$ cat src/irf_pkg.sv
// Purpose: constants shared by the infrared frame status and config registers
// Assumes: byte address of a register is four times its index
// Notes: indices are per register set
package irf_pkg;
	localparam logic [2:0] IDX_CFG2 = 3'h0;
	localparam logic [2:0] IDX_FLOW = 3'h2;
	localparam logic [2:0] IDX_SSR = 3'h3;
	localparam logic [2:0] IDX_CFG1 = 3'h4;
	localparam logic [2:0] IDX_FSH = 3'h5;
	localparam logic [2:0] IDX_LENLO = 3'h6;
	localparam logic [2:0] IDX_LENHI = 3'h7;
	localparam logic [7:0] SET5_CODE = 8'hec;
	localparam logic [7:0] SET6_CODE = 8'hf0;
	localparam logic [7:0] RST_FLOW = 8'h00;
	localparam logic [7:0] RST_CFG1 = 8'h00;
	localparam logic [7:0] RST_CFG2 = 8'h20;
	localparam logic [7:0] HSR_MASKED = 8'h30;
	localparam logic [7:0] CFG1_MASK = 8'h73;
	localparam logic [7:0] CFG2_MASK = 8'hf6;
	localparam logic [7:0] FLOW_MASK = 8'hef;
	localparam int C1_LEVEL = 6;
	localparam int C1_SPLIT = 5;
	localparam int C1_ALTRX = 4;
	localparam int C1_HSMASK = 1;
	localparam int C1_DUPLEX = 0;
	localparam int C2_MODBYP = 7;
	localparam int C2_DEMBYP = 6;
	localparam int C2_FASTW = 5;
	localparam int C2_MIDW = 4;
	localparam int C2_INV = 2;
	localparam int C2_OMIT = 1;
	localparam logic [3:0] LEVEL_LOW = 4'h2;
	localparam logic [3:0] LEVEL_HIGH = 4'h4;
	localparam int CLK_HZ = 200000000;
	localparam int ASK_HZ = 500000;
	localparam int ASK_HALF = CLK_HZ / (2 * ASK_HZ);
	localparam logic [1:0] HTRANS_NONSEQ = 2'h2;
	localparam logic [12:0] LEN_ZERO = 13'h0000;
endpackage : irf_pkg

$ cat src/irf_regs.sv
// Purpose: infrared config, flow control and frame status queue registers on AHB-Lite
// Assumes: receiver and transmitter byte strobes are synchronous to clk
// Notes: zero wait states; read data registered at the address phase
// Function
// - flow settings act only with flow_ctl_on set
// - selector write switches set; read gives ec in set 5, f0 in set 6
// - threshold 2 or 4 entries raises queue irq
// - auto split cuts tx into equal frames
// - alternate pin feeds infrared receive data
// - masked handshake status reads 30 hex
// - duplex select half or full
// - entry valid reflects queue bottom occupancy
// - frames dropped set on any lost frame
// - length overrun flag per status entry
// - line layer fault flag per entry
// - check fail flag per entry
// - receive queue overflow sticky flag
// - status queue overflow sticky flag
// - 13-bit length; high read pops entry
// - dropped mode: low gives count, high zero
// - ask modulation and demodulation at 500 kHz
// - crc width selects, fast width resets one
// - check invert drives inverted crc output
// - check omit suppresses crc append
// - long tx stream split at tx_frame_len
// - rx overrun discards until next start flag
`timescale 1ns/1ps
module irf_regs
	import irf_pkg::*;
#(
	parameter int SQ_DEPTH = 8
) (
	input wire logic clk,
	input wire logic arst_n,
	input wire logic hsel,
	input wire logic [31:0] haddr,
	input wire logic [1:0] htrans,
	input wire logic hwrite,
	input wire logic [2:0] hsize,
	input wire logic [31:0] hwdata,
	input wire logic hready,
	output logic hreadyout,
	output logic hresp,
	output logic [31:0] hrdata,
	input wire logic [7:0] uartHandshake,
	input wire logic serialInPin,
	input wire logic irReceivePin,
	input wire logic txSerial,
	input wire logic rxByteValid,
	input wire logic rxStartFlag,
	input wire logic rxQueueFull,
	input wire logic frameDone,
	input wire logic framePhyErr,
	input wire logic frameCrcErr,
	input wire logic [12:0] rxMaxLen,
	input wire logic txByteValid,
	input wire logic [12:0] txFrameLen,
	output logic serialOutPin,
	output logic irRxData,
	output logic rxQueueWrite,
	output logic txFrameEnd,
	output logic statusQueueIrq,
	output logic [7:0] handshakeStatus,
	output logic [7:0] flowSettings,
	output logic duplexFull,
	output logic fastCheckWidth,
	output logic midCheckWidth,
	output logic checkInvert,
	output logic checkOmit
);
	localparam int PW = $clog2(SQ_DEPTH);
	localparam int CW = $clog2(ASK_HALF * 2 + 1);

	logic [7:0] set_r;
	logic [7:0] flow_r;
	logic [7:0] cfg1_r;
	logic [7:0] cfg2_r;
	logic wrPend_r;
	logic [2:0] wrIdx_r;
	logic [31:0] rd_nxt;
	logic addrOk;
	logic rdAcc;
	logic wrAcc;
	logic [2:0] idx;
	logic inSet5;
	logic inSet6;
	logic [15:0] sq_mem [SQ_DEPTH];
	logic [PW:0] sqCnt_r;
	logic [PW-1:0] sqHead_r;
	logic [PW-1:0] sqTail_r;
	logic sqValid;
	logic sqFull;
	logic pop;
	logic push;
	logic [15:0] head;
	logic dropped_r;
	logic [7:0] dropCnt_r;
	logic rxOvf_r;
	logic sqOvf_r;
	logic fshRead;
	logic lenHiRead;
	logic [12:0] rxCnt_r;
	logic discard_r;
	logic overSeen_r;
	logic rxOverStep;
	logic [12:0] txCnt_r;
	logic [CW-1:0] carCnt_r;
	logic carrier_r;
	logic [CW-1:0] edgeAge_r;
	logic inPrev_r;
	logic rawRx;

	assign idx = haddr[4:2];
	assign addrOk = (haddr[31:5] == 27'h0000000) && (haddr[1:0] == 2'h0);
	assign rdAcc = hsel && hready && htrans[1] && !hwrite && addrOk;
	assign wrAcc = hsel && hready && htrans[1] && hwrite && addrOk;
	assign inSet5 = (set_r == SET5_CODE);
	assign inSet6 = (set_r == SET6_CODE);
	assign hreadyout = 1'b1;
	assign hresp = 1'b0;

	// bus write: address phase latched, data taken next cycle
	always_ff @(posedge clk or negedge arst_n) begin
		if (!arst_n) begin
			wrPend_r <= 1'b0;
			wrIdx_r <= 3'h0;
		end else begin
			if (hready) begin
				wrPend_r <= wrAcc;
				wrIdx_r <= idx;
			end
		end
	end

	always_ff @(posedge clk or negedge arst_n) begin
		if (!arst_n) begin
			set_r <= SET5_CODE;
			flow_r <= RST_FLOW;
			cfg1_r <= RST_CFG1;
			cfg2_r <= RST_CFG2;
		end else if (wrPend_r) begin
			if (wrIdx_r == IDX_SSR) begin
				set_r <= hwdata[7:0];
			end
			if (inSet5 && wrIdx_r == IDX_FLOW) begin
				flow_r <= hwdata[7:0] & FLOW_MASK;
			end
			if (inSet5 && wrIdx_r == IDX_CFG1) begin
				cfg1_r <= hwdata[7:0] & CFG1_MASK;
			end
			if (inSet6 && wrIdx_r == IDX_CFG2) begin
				cfg2_r <= hwdata[7:0] & CFG2_MASK;
			end
		end
	end

	assign head = sq_mem[sqHead_r];
	assign sqValid = (sqCnt_r != '0);
	assign sqFull = (sqCnt_r == (PW+1)'(SQ_DEPTH));
	assign fshRead = rdAcc && inSet5 && (idx == IDX_FSH);
	assign lenHiRead = rdAcc && inSet5 && (idx == IDX_LENHI);
	assign pop = lenHiRead && sqValid;
	assign push = frameDone && (!sqFull || pop);

	always_comb begin
		rd_nxt = 32'h00000000;
		if (idx == IDX_SSR && (inSet5 || inSet6)) begin
			rd_nxt[7:0] = set_r;
		end else if (inSet5) begin
			unique case (idx)
				IDX_FLOW: rd_nxt[7:0] = flow_r;
				IDX_CFG1: rd_nxt[7:0] = cfg1_r;
				// per-entry flags come from the bottom entry; dropped and overflow flags are sticky
				IDX_FSH: rd_nxt[7:0] = {sqValid, dropped_r, 1'b0,
					sqValid ? head[15:13] : 3'h0, rxOvf_r, sqOvf_r};
				// empty queue reads zero rather than an unwritten entry
				IDX_LENLO: rd_nxt[7:0] = dropped_r ? dropCnt_r :
					(sqValid ? head[7:0] : 8'h00);
				IDX_LENHI: rd_nxt[7:0] = (dropped_r || !sqValid) ? 8'h00 :
					{3'h0, head[12:8]};
				default: rd_nxt = 32'h00000000;
			endcase
		end else if (inSet6 && idx == IDX_CFG2) begin
			rd_nxt[7:0] = cfg2_r;
		end
	end

	always_ff @(posedge clk or negedge arst_n) begin
		if (!arst_n) begin
			hrdata <= 32'h00000000;
		end else if (rdAcc) begin
			hrdata <= rd_nxt;
		end
	end

	// frame status queue: length in low bits, flags above
	always_ff @(posedge clk or negedge arst_n) begin
		if (!arst_n) begin
			sqCnt_r <= '0;
			sqHead_r <= '0;
			sqTail_r <= '0;
		end else begin
			if (push) begin
				sqTail_r <= PW'(sqTail_r + 1'b1);
			end
			if (pop) begin
				sqHead_r <= PW'(sqHead_r + 1'b1);
			end
			if (push && !pop) begin
				sqCnt_r <= (PW+1)'(sqCnt_r + 1'b1);
			end else if (pop && !push) begin
				sqCnt_r <= (PW+1)'(sqCnt_r - 1'b1);
			end
		end
	end

	always_ff @(posedge clk) begin
		if (push) begin
			sq_mem[sqTail_r] <= {overSeen_r || rxOverStep, framePhyErr, frameCrcErr,
				rxCnt_r};
		end
	end

	// sticky flags: set wins over clear
	always_ff @(posedge clk or negedge arst_n) begin
		if (!arst_n) begin
			dropped_r <= 1'b0;
			dropCnt_r <= 8'h00;
			rxOvf_r <= 1'b0;
			sqOvf_r <= 1'b0;
		end else begin
			if (frameDone && !push) begin
				dropped_r <= 1'b1;
				sqOvf_r <= 1'b1;
				if (dropCnt_r != 8'hff) begin
					dropCnt_r <= 8'(dropCnt_r + 1'b1);
				end
			end else begin
				if (lenHiRead && dropped_r) begin
					dropped_r <= 1'b0;
					dropCnt_r <= 8'h00;
				end
				if (fshRead) begin
					sqOvf_r <= 1'b0;
				end
			end
			if (rxQueueWrite && rxQueueFull) begin
				rxOvf_r <= 1'b1;
			end else if (fshRead) begin
				rxOvf_r <= 1'b0;
			end
		end
	end

	assign statusQueueIrq = (sqCnt_r >= (PW+1)'(cfg1_r[C1_LEVEL] ? LEVEL_HIGH : LEVEL_LOW));

	// receive length count and overrun discard
	assign rxOverStep = rxByteValid && !rxStartFlag && (rxCnt_r >= rxMaxLen);
	assign rxQueueWrite = rxByteValid && !discard_r && !rxOverStep;
	always_ff @(posedge clk or negedge arst_n) begin
		if (!arst_n) begin
			rxCnt_r <= LEN_ZERO;
			discard_r <= 1'b0;
			overSeen_r <= 1'b0;
		end else begin
			if (rxStartFlag) begin
				rxCnt_r <= LEN_ZERO;
				discard_r <= 1'b0;
				overSeen_r <= 1'b0;
			end else if (rxOverStep) begin
				discard_r <= 1'b1;
				overSeen_r <= 1'b1;
			end else if (rxByteValid && !discard_r) begin
				rxCnt_r <= 13'(rxCnt_r + 1'b1);
			end
		end
	end

	// transmit frame cutting
	always_ff @(posedge clk or negedge arst_n) begin
		if (!arst_n) begin
			txCnt_r <= LEN_ZERO;
			txFrameEnd <= 1'b0;
		end else begin
			txFrameEnd <= 1'b0;
			if (!cfg1_r[C1_SPLIT] || txFrameLen == LEN_ZERO) begin
				txCnt_r <= LEN_ZERO;
			end else if (txByteValid) begin
				if (13'(txCnt_r + 1'b1) == txFrameLen) begin
					txCnt_r <= LEN_ZERO;
					txFrameEnd <= 1'b1;
				end else begin
					txCnt_r <= 13'(txCnt_r + 1'b1);
				end
			end
		end
	end

	// ask carrier and demodulation by edge age
	assign rawRx = cfg1_r[C1_ALTRX] ? irReceivePin : serialInPin;
	always_ff @(posedge clk or negedge arst_n) begin
		if (!arst_n) begin
			carCnt_r <= '0;
			carrier_r <= 1'b0;
			edgeAge_r <= CW'(ASK_HALF * 2);
			inPrev_r <= 1'b0;
		end else begin
			if (carCnt_r == CW'(ASK_HALF - 1)) begin
				carCnt_r <= '0;
				carrier_r <= !carrier_r;
			end else begin
				carCnt_r <= CW'(carCnt_r + 1'b1);
			end
			inPrev_r <= rawRx;
			if (rawRx != inPrev_r) begin
				edgeAge_r <= '0;
			end else if (edgeAge_r != CW'(ASK_HALF * 2)) begin
				edgeAge_r <= CW'(edgeAge_r + 1'b1);
			end
		end
	end

	always_ff @(posedge clk or negedge arst_n) begin
		if (!arst_n) begin
			serialOutPin <= 1'b0;
			irRxData <= 1'b0;
		end else begin
			serialOutPin <= cfg2_r[C2_MODBYP] ? txSerial : (txSerial & carrier_r);
			irRxData <= cfg2_r[C2_DEMBYP] ? rawRx : (edgeAge_r < CW'(ASK_HALF * 2));
		end
	end

	assign handshakeStatus = cfg1_r[C1_HSMASK] ? HSR_MASKED : uartHandshake;
	assign flowSettings = flow_r[0] ? flow_r : 8'h00;
	assign duplexFull = cfg1_r[C1_DUPLEX];
	assign fastCheckWidth = cfg2_r[C2_FASTW];
	assign midCheckWidth = cfg2_r[C2_MIDW];
	assign checkInvert = cfg2_r[C2_INV];
	assign checkOmit = cfg2_r[C2_OMIT];
endmodule : irf_regs

$ cat config.mk
export PLATFORM = sky130hd
export DESIGN_NAME = irf_regs
export DESIGN_NICKNAME = d
export VERILOG_FILES = /design/src/irf_pkg.sv /design/src/irf_regs.sv
export SDC_FILE = /design/constraint.sdc
export NUM_CORES = 1
export LEC_CHECK = 0
export BUFFER_PORTS_ARGS = -buffer_cell sky130_fd_sc_hd__buf_2
export CAP_MARGIN = 10
export CORE_MARGIN = 1.5
export CORE_UTILIZATION = 40
export CTS_CLUSTER_SIZE = 40
export DETAILED_ROUTE_END_ITERATION = 12
export SLEW_MARGIN = 20
export SYNTH_ARGS = -nofsm -noshare
export SYNTH_HDL_FRONTEND = slang
export SYNTH_SLANG_ARGS = --single-unit
$ cat constraint.sdc
create_clock -name clk -period 10.3 [get_ports clk]
set_input_delay 0.515 -clock clk [delete_from_list [all_inputs] [get_ports clk]]
set_output_delay 0.515 -clock clk [all_outputs]
set_load 0.03 [all_outputs]
==> results.md, run 1 <==
- Of the total synthesized cell area, the portion taken by full adders, half adders and majority gates is between 2 and 3%.
- The longest clock path from root to sink contains 3 buffers.
- Counting the fill cells in the layout gives 2571.
- Net switching is a little over a quarter of the power.
- The detailed-route vias per instance is 5.284.
- The final routed wirelength across all metal layers is around 25000 µm.
- The share of total power dissipated in the clock network is around 38%.
- The worst register-to-register path has a depth of 15.
- The clock latency on the worst-skew pair is about 0.53 ns.
- The number of gates resized after cts is 0.
- The number of top-level pins is ~180.
- The floorplan die height is roughly 170 µm.
- The H-tree depth is 1.
- The worst setup path is launched from a flop.
- The slack of the worst reg-to-reg path is 6.82 ns.
- Timing would allow up to ~270 MHz.
- The number of enable-type register cells in the synthesized netlist is around 130.
- After the last flow step, the layout net total stands at roughly 1200.
- The routing usage on met3 is 2.748%.
- The die is approximately 170 µm wide.
- The number of placed instances, taps included, is roughly 1400.
- Entering global routing, the biggest net connects 57 pins.
- The via count of the first global-routing pass came to about 7400.
- For this run, the leading register cell type out of synthesis is sky130_fd_sc_hd__edfxtp_1.
- The async set-reset flop share out of synthesis is between 40 and 50%.
- At the worst endpoint, the arrival time is roughly 3.2 ns.
- Clock-pin slew was measured on the worst setup and hold paths at 0.06 ns.
- The switching power summed over all nets is approximately 0.64 mW.
- In this run the cell area of the synthesized design comes to approximately 12000 µm².
- In this run the mean area of a mapped cell was ~13 µm².
- The final-report hold violation count is 0.
- The part of the power in combinational logic is a little over an eighth.
- The area growth from synthesis to layout is 15.92%.
- The synthesized netlist devotes 6.879% of its cell area to compound gates.
- After clock tree synthesis, the setup repair step added 0 buffers.
- The nature of the critical path endpoint is an output port.
- Headroom to the max-slew limit came out at 35.16%.
- Summing all multi-input logic gate instances after layout gives between 4000 and 5000 µm².
- The flow ran to the end, and the final reports show no timing, DRC or antenna violations.
- The worst register-to-register path begins at set_r[3].
- The register area is 6585 µm².
- The library cell used as clock root buffer is sky130_fd_sc_hd__clkbuf_16.
- The layout cell share with drive strength beyond 1 is around 27%.
- Counting the buffers created by CTS gives 27.
- The standard-cell row count is 61.
- The worst-case clock skew is 0.01278 ns.
- Routability-driven placement finished with a final weighted congestion of between 0.8 and 0.9.
- Counting distinct cell types in the post-synthesis netlist gives between 60 and 70.
- The initial utilization of the core area, before any placement, comes to 41.06%.
- Setup repair after global routing left no endpoint under its margin.
- The routing usage on met1 is between 20% and 30%.
- For this design, the CTS-stage hold fixing added 0 buffers.
- In this run the worst setup path terminates at rxQueueWrite.
- Counting every instance in the synthesized netlist gives a little over 900.
- The library cells used most frequently in the layout, excluding fill and tap cells, are sky130_fd_sc_hd__edfxtp_1, sky130_fd_sc_hd__buf_2, sky130_fd_sc_hd__dfrtp_1.
- The main combinational cell family by area after synthesis is simple AND/OR/NAND/NOR gates.
- In this run the remaining antenna-violating nets after routing total 0.
- After global routing, the most crowded layer is met2.
- IR analysis of the VDD net gives a maximum drop of 0.1381 mV.
- The number of antenna diodes is 0.
- Sequential cells were found to cover a little under three fifths of the synthesized design area.
- The DRC violation total after the first TritonRoute iteration is 428.
- Setup violations remaining at the end of the flow were counted as 0.
- Dividing the final minimum period by the clock period gives between 30% and 40%.
- The total negative slack for setup checks is 0 ns.
- Max-cap violations in this run came to 0.
- The sequential cell fraction of total power is about half.
- The kind of critical path is flop to output port.
- The mux cell area share after synthesis is ~11%.
- The overall overflow remaining after global route is 0.
- For met2 alone, demand over resource in global routing was ~28%.
- The routed length per instance is around 18 µm.
- The worst hold-check path type is input port to asynchronous set/reset pin.
- The detailed placement HPWL is 17140 µm.
- The clock drives between 200 and 250 sinks.
- The first-pass iteration count of the detailed router is 5.
- The minimum clock period is 3.677 ns.
- The XOR/XNOR share of the synthesized area is under 10%.
- The clock tree from TritonCTS is done.
- For the pin with the worst max-slew slack, the measured transition is approximately 0.97 ns.
- In this run the worst path has a maximum fanout of 13.
- The global router's overall resource usage is between 10% and 20%.
- Leaving out fill and tap cells, the most frequent cell in the layout is sky130_fd_sc_hd__edfxtp_1.
- After Yosys synthesis, and, or, nand and nor cells account for ~14% of the synthesized area.
- Tracing the worst setup path back leads to its startpoint at rxCnt_r[0].
- The total power divided by cell area is roughly 180 nW/µm².
- The internal cell power is about 1.8 mW.
- The initial antenna violation count is 0.
- The core region is between 20000 and 30000 µm².
- Summed over all cells, the static leakage comes to 5.359 nW.
- The post-layout instance count excluding filler cells is between 1000 and 1500.
- Buffers placed on the I/O ports in this run total 122.
- During synthesis, Yosys emitted a total of 0 warnings.
- The area enclosed by the die boundary is 29860 µm².
- Synthesis inferred approximately 240 register bits.
- The via count is ~7600.
- In this run the critical register-to-register path is captured at sqCnt_r[3].
- The number of slew-limit violations in the final report is 0.
- The first-pass GRT wire length is a little over 40000 µm.
- The required time of the critical path is just under 10 ns.
- For this run, design rule violations remaining after detail routing come to 0.
-- cell families after synthesis --
| family | count (synthesis) |
|---|---|
| flip-flops | 237 |
| AO/OA/AOI/OAI | 120 |
| adder cells (fa/ha/maj) | 27 |
| other | 2 |
| buffers and inverters | 91 |
| AND/OR/NAND/NOR | 301 |
| XOR/XNOR | 47 |
| multiplexers | 83 |
-- critical path, stage by stage, from the launching register on --
cell and delay, ns:
sky130_fd_sc_hd__dfrtp_1 0.61, sky130_fd_sc_hd__inv_1 0.09, sky130_fd_sc_hd__ha_1 0.19, sky130_fd_sc_hd__nor2b_1 0.10
sky130_fd_sc_hd__o21a_1 0.11, sky130_fd_sc_hd__o21ai_0 0.07, sky130_fd_sc_hd__a211o_1 0.28, sky130_fd_sc_hd__a31oi_2 0.55
sky130_fd_sc_hd__nor3_1 0.14, sky130_fd_sc_hd__o21a_1 0.28, sky130_fd_sc_hd__buf_2 0.21
-- synthesized netlist by cell type, drive strengths merged, types with 5 or more instances --
| cell | count | area share [%] |
|---|---|---|
| edfxtp | 128 | 33 |
| dfrtp | 100 | 22 |
| nor2 | 72 | 2.4 |
| nand2 | 54 | 1.8 |
| mux2 | 43 | 4.2 |
| buf | 40 | 2.4 |
| xnor2 | 33 | 2.5 |
| mux4 | 32 | 6.2 |
| inv | 31 | 1.0 |
| o21ai | 31 | 1.3 |
| a21oi | 30 | 1.3 |
| nand3 | 28 | 1.2 |
| ha | 26 | 2.8 |
| and3 | 21 | 1.1 |
| nor3 | 21 | 1.0 |
| nor4 | 21 | 1.2 |
| clkbuf | 20 | 0.66 |
| nor2b | 16 | 0.87 |
| nand4 | 14 | 0.81 |
| xor2 | 14 | 1.1 |
| a22oi | 12 | 0.78 |
| dfstp | 9 | 2.1 |
| nor4b | 9 | 1.0 |
| mux2i | 8 | 0.69 |
| nand2b | 8 | 0.43 |
| nor3b | 8 | 0.52 |
| or3 | 8 | 0.48 |
| a21o | 6 | 0.39 |
| and2 | 6 | 0.33 |
| a211oi | 5 | 0.33 |
| a22o | 5 | 0.38 |
| or2 | 5 | 0.27 |
-- worst min-delay path by stage --
| stage | endpoint | slack (ns) | cells past startpoint |
|---|---|---|---|
| after floorplan | carCnt_r[0] | 0.22 | 0 |
| after global placement | carCnt_r[0] | 0.45 | 1 |
| after detailed placement | carCnt_r[0] | 0.46 | 1 |
| after CTS | txCnt_r[8] | 0.08 | 1 |
| after global routing | txCnt_r[8] | 0.1 | 1 |
| final | txCnt_r[8] | 0.04 | 1 |
-- flip-flops by register name, indices dropped and copies added, names as in the netlist, 3 cells and up --
signal,flops
sq_mem,128
rxCnt_r,13
txCnt_r,13
carCnt_r,9
edgeAge_r,9
dropCnt_r,8
hrdata,8
set_r,8
flow_r,7
cfg2_r,6
cfg1_r,5
sqCnt_r,4
sqHead_r,3
sqTail_r,3
wrIdx_r,3
-- metrics by stage --
step           total power [mW]  utilization (%)  hold slack (ns)  area (µm²)  setup slack, ns
2_1_floorplan             1.413                -           0.2194       11630            6.191
3_3_place_gp              1.522            44.51           0.4456       12500            6.407
3_5_place_dp              1.532            44.51           0.4581       12500            6.389
4_1_cts                   2.459            47.57          0.08285       13360            6.303
5_1_grt                   2.553            47.59          0.09818       13370            6.348
6_report                  2.430            47.59          0.03916       13370            6.623
-- power groups by stage --
stage,registers (mW),logic [mW],clock network [mW]
after floorplan,1.17,0.246,0
after global placement,1.20,0.326,0
after detailed placement,1.20,0.331,0
after CTS,1.18,0.332,0.943
after global routing,1.20,0.369,0.988
final,1.18,0.327,0.920
-- cell type report --
type	count	share of cell area (%)
multi-input cells	605	34.63
flip-flops and latches	237	49.26
clock buffers	35	5.504
inverters	31	0.8705
well taps	378	3.538
clock inverters	15	0.9360
repair buffers	134	5.260
-- layer usage --
layer | wire length [µm] | up-vias
li1 | - | 3588
met1 | 11550 | 3768
met2 | 11720 | 191
met3 | 1271 | 35
met4 | 619 | 0
met5 | 0 | -
No activity file was read; power rests on OpenSTA's default activity.
==> inputs of run 2 (changes only) <==
==> constraint.sdc (replaced) <==
create_clock -name clk -period 3 [get_ports clk]
set_input_delay 0.15 -clock clk [delete_from_list [all_inputs] [get_ports clk]]
set_output_delay 0.15 -clock clk [all_outputs]
set_load 0.03 [all_outputs]
==> run 2 against run 1 <==
  * First-iteration DRC count increased by 15%
  * Via count increased by 1.3%
  * Sequential cell count unchanged
  * Sequential power increased to 3.4 times the previous value
  * Final cell count increased by 4.0%
  * Global-route usage increased by 0.32 points
  * Combinational power increased to 4.2 times the previous value
  * Die area unchanged
==> results.md, run 2 (synthesized netlist as in run 1, its figures left out) <==
- Registers take roughly 6600 µm².
- Once the floorplan was initialized, standard cells occupied slightly above 40% of the core.
- The clock arrives with around 0.011 ns of skew.
- The number of top-level pins is 178.
- The total negative slack for setup checks is 0 ns.
- The post-layout instance count excluding filler cells is 1492.
- Detailed placement ended at an HPWL of 17840 µm.
- Counting along the longest clock path gives a buffer depth of 3.
- Setup repair after global routing could not meet its margin everywhere.
- Measured against its own limit, the worst slew margin works out to slightly below 50%.
- The floorplan die height is between 150 and 200 µm.
- The congestion estimate from routability-driven global placement came to slightly above 0.8.
- The run finished with clean final reports.
- The number of slew-limit violations in the final report was 0.
- The pin count of the biggest net entering global routing is between 80 and 90.
- The maximum achievable frequency is 340.9 MHz.
- The clock reaches the later pin of the worst-skew pair after between 0.5 and 0.6 ns.
- The worst setup path is of the flop to flop kind.
- Counting tap cells, the placed design contains a total of about 1400 instances.
- The overall overflow remaining after global route is 0.
- The final critical path takes up a little over nine tenths of the cycle.
- The layout cell share with drive strength beyond 1 is 30.25%.
- In the final routed layout, each cell accounts on average for between 15 and 20 µm.
- In the routed design, unresolved DRC markers number 0.
- The maximum resistive drop on vdd is around 0.35 mV.
- The net total in the final layout is roughly 1200.
- In this run the number of H-tree levels came out at 1.
- The worst hold-check path type is input port to flop.
- The clock transition at the registers of the reported paths is around 0.06 ns.
- The register with the most flip-flops in the layout has 128 of them.
- 0 antenna diodes ended up in the layout.
- The required time of the critical path is around 3.4 ns.
- The arrival time of the worst setup path is roughly 3.3 ns.
- The initial antenna violation count was 0.
- In this run the clock root is driven by a sky130_fd_sc_hd__clkbuf_16.
- Along the worst path, the maximum fanout reaches 4.
- Before antenna repair, the detailed router went through 4 iterations.
- TritonCTS created 26 clock buffers.
- During placement, the flow inserted port buffers numbering between 100 and 150.
- The summed area of non-filler cells in the final layout is about 14000 µm².
- The slack of the worst reg-to-reg path is 0.07 ns.
- The layout overhead on the synthesized area is 21.82%.
- The via count is between 7000 and 8000.
- The count of max-cap constraint violations is 0.
- The detailed-route vias per instance is between 5 and 6.
- The most frequent standard cell in the layout excluding fill and tap cells is sky130_fd_sc_hd__edfxtp_1.
- The area enclosed by the die boundary is about 30000 µm².
- The final-report hold violation count is 0.
- The total number of clock tree sinks is ~240.
- Fill cells in the final layout number between 2000 and 3000.
- The combined area of the multi-input logic cells is 4715 µm².
- The register ranked first by flip-flop count is sq_mem.
- The placeable core area is ~28000 µm².
- The launching element type of the critical path is a flop.
- TritonCTS built the clock tree.
- The worst setup slack after placement is -0.1079 ns.
- The via count of the first global-routing pass is ~8000.
- The standard-cell row count is 61.
- The DRC violation total after the first TritonRoute iteration is ~490.
- In the layout the commonest cells are sky130_fd_sc_hd__edfxtp_1, sky130_fd_sc_hd__buf_2, sky130_fd_sc_hd__dfrtp_1.
- The post-placement cell area is approximately 13000 µm².
- The first global-routing pass estimated around 42000 µm of wire.
- On the final layout, the worst hold slack is about 0.025 ns.
- In this run the horizontal extent of the chip is 172.8 µm.
- The pin slew with the least headroom to its limit is 0.7650 ns.
- The count of endpoints failing setup in the final report is 0.
- The leakage power is 5.661 nW.
- After detailed routing, the total wire length is between 20000 and 30000 µm.
- The largest registers in the layout are sq_mem: 128 flops, rxCnt_r: 13 flops, txCnt_r: 13 flops.
- Once detail routing completed, the nets flagged for antenna violations numbered 0.
- Setup slack on the critical path of the routed design comes to around 0.066 ns.
- The minimum clock period is approximately 2.9 ns.
- The nature of the critical path endpoint is a flop.
- In the global route stage, overall resource usage came out at between 15 and 20%.
- The total power divided by cell area is 607.2 nW/µm².
[run 2: changes by cell type in the layout (fill, tap and decap cells not counted), sizes merged]
| cell | before | now |
|---|---|---|
| inv | 33 | 31 |
| dlygate4sd3 | 0 | 24 |
| clkinvlp | 0 | 4 |
| clkbuf | 35 | 31 |
| buf | 134 | 169 |
[run 2: area by class of cell]
cell class,instances,area share (%)
clock buffer,31,4.836
clock inverter,17,1.122
inverter,31,0.8461
multi-input combinational,605,33.56
sequential,237,46.88
tap,378,3.367
timing repair buffer,193,9.387
[run 2: final timing paths]
path | from | to | cells past startpoint
setup / recovery | set_r[3] | sqCnt_r[3] | 15
hold / removal | irReceivePin | irRxData | 3
setup reg to reg | set_r[3] | sqCnt_r[3] | 15
hold reg to reg | carCnt_r[0] | carCnt_r[0] | 1
max in group asynchronous | arst_n | edgeAge_r[4] | 3
min in group asynchronous | arst_n | rxCnt_r[4] | 2
[run 2: timing repair]
item                                    CTS  global route
hold buffers                             24             0
endpoints found under the setup margin    1             6
buffers inserted                          0             1
pin swaps                                 0             8
resized for setup                         1            11
hold endpoints to repair                 91             0
[run 2: routing by layer]
metal | GRT usage [%] | share of wire, % | vias to the layer above
li1 | - | - | 3716
met1 | 23.68 | 46 | 3738
met2 | 28.93 | 47 | 193
met3 | 2.726 | 4.8 | 35
met4 | 3.986 | 1.7 | 0
met5 | 0 | 0 | -
[run 2: critical path, cell delays in order (launching register included)]
cell and delay [ns]:
sky130_fd_sc_hd__dfstp_2 0.56, sky130_fd_sc_hd__nand2_2 0.06, sky130_fd_sc_hd__or2_4 0.25, sky130_fd_sc_hd__or3_4 0.42
sky130_fd_sc_hd__nor3_4 0.21, sky130_fd_sc_hd__nand3b_1 0.15, sky130_fd_sc_hd__nand2_2 0.07, sky130_fd_sc_hd__inv_2 0.07
sky130_fd_sc_hd__ha_4 0.14, sky130_fd_sc_hd__inv_4 0.04, sky130_fd_sc_hd__ha_4 0.20, sky130_fd_sc_hd__a21o_1 0.15
sky130_fd_sc_hd__a21oi_2 0.13, sky130_fd_sc_hd__xnor2_1 0.14, sky130_fd_sc_hd__nor2_1 0.08, sky130_fd_sc_hd__xor2_1 0.14
[run 2: through the flow]
step	util, %	total power, mW
floorplan	-	4.899
global placement	45.96	5.425
detailed placement	45.96	5.466
CTS	49.82	8.588
global route	50.02	8.922
finish	50.02	8.530
[run 2: power by group]
group / switching [mW] / internal, mW / leakage [nW] / total [mW]
clock: 1.29 / 1.80 / 0.403 / 3.09
combinational: 0.750 / 0.628 / 2.67 / 1.38
sequential: 0.259 / 3.80 / 2.59 / 4.06
total: 2.30 / 6.23 / 5.66 / 8.53
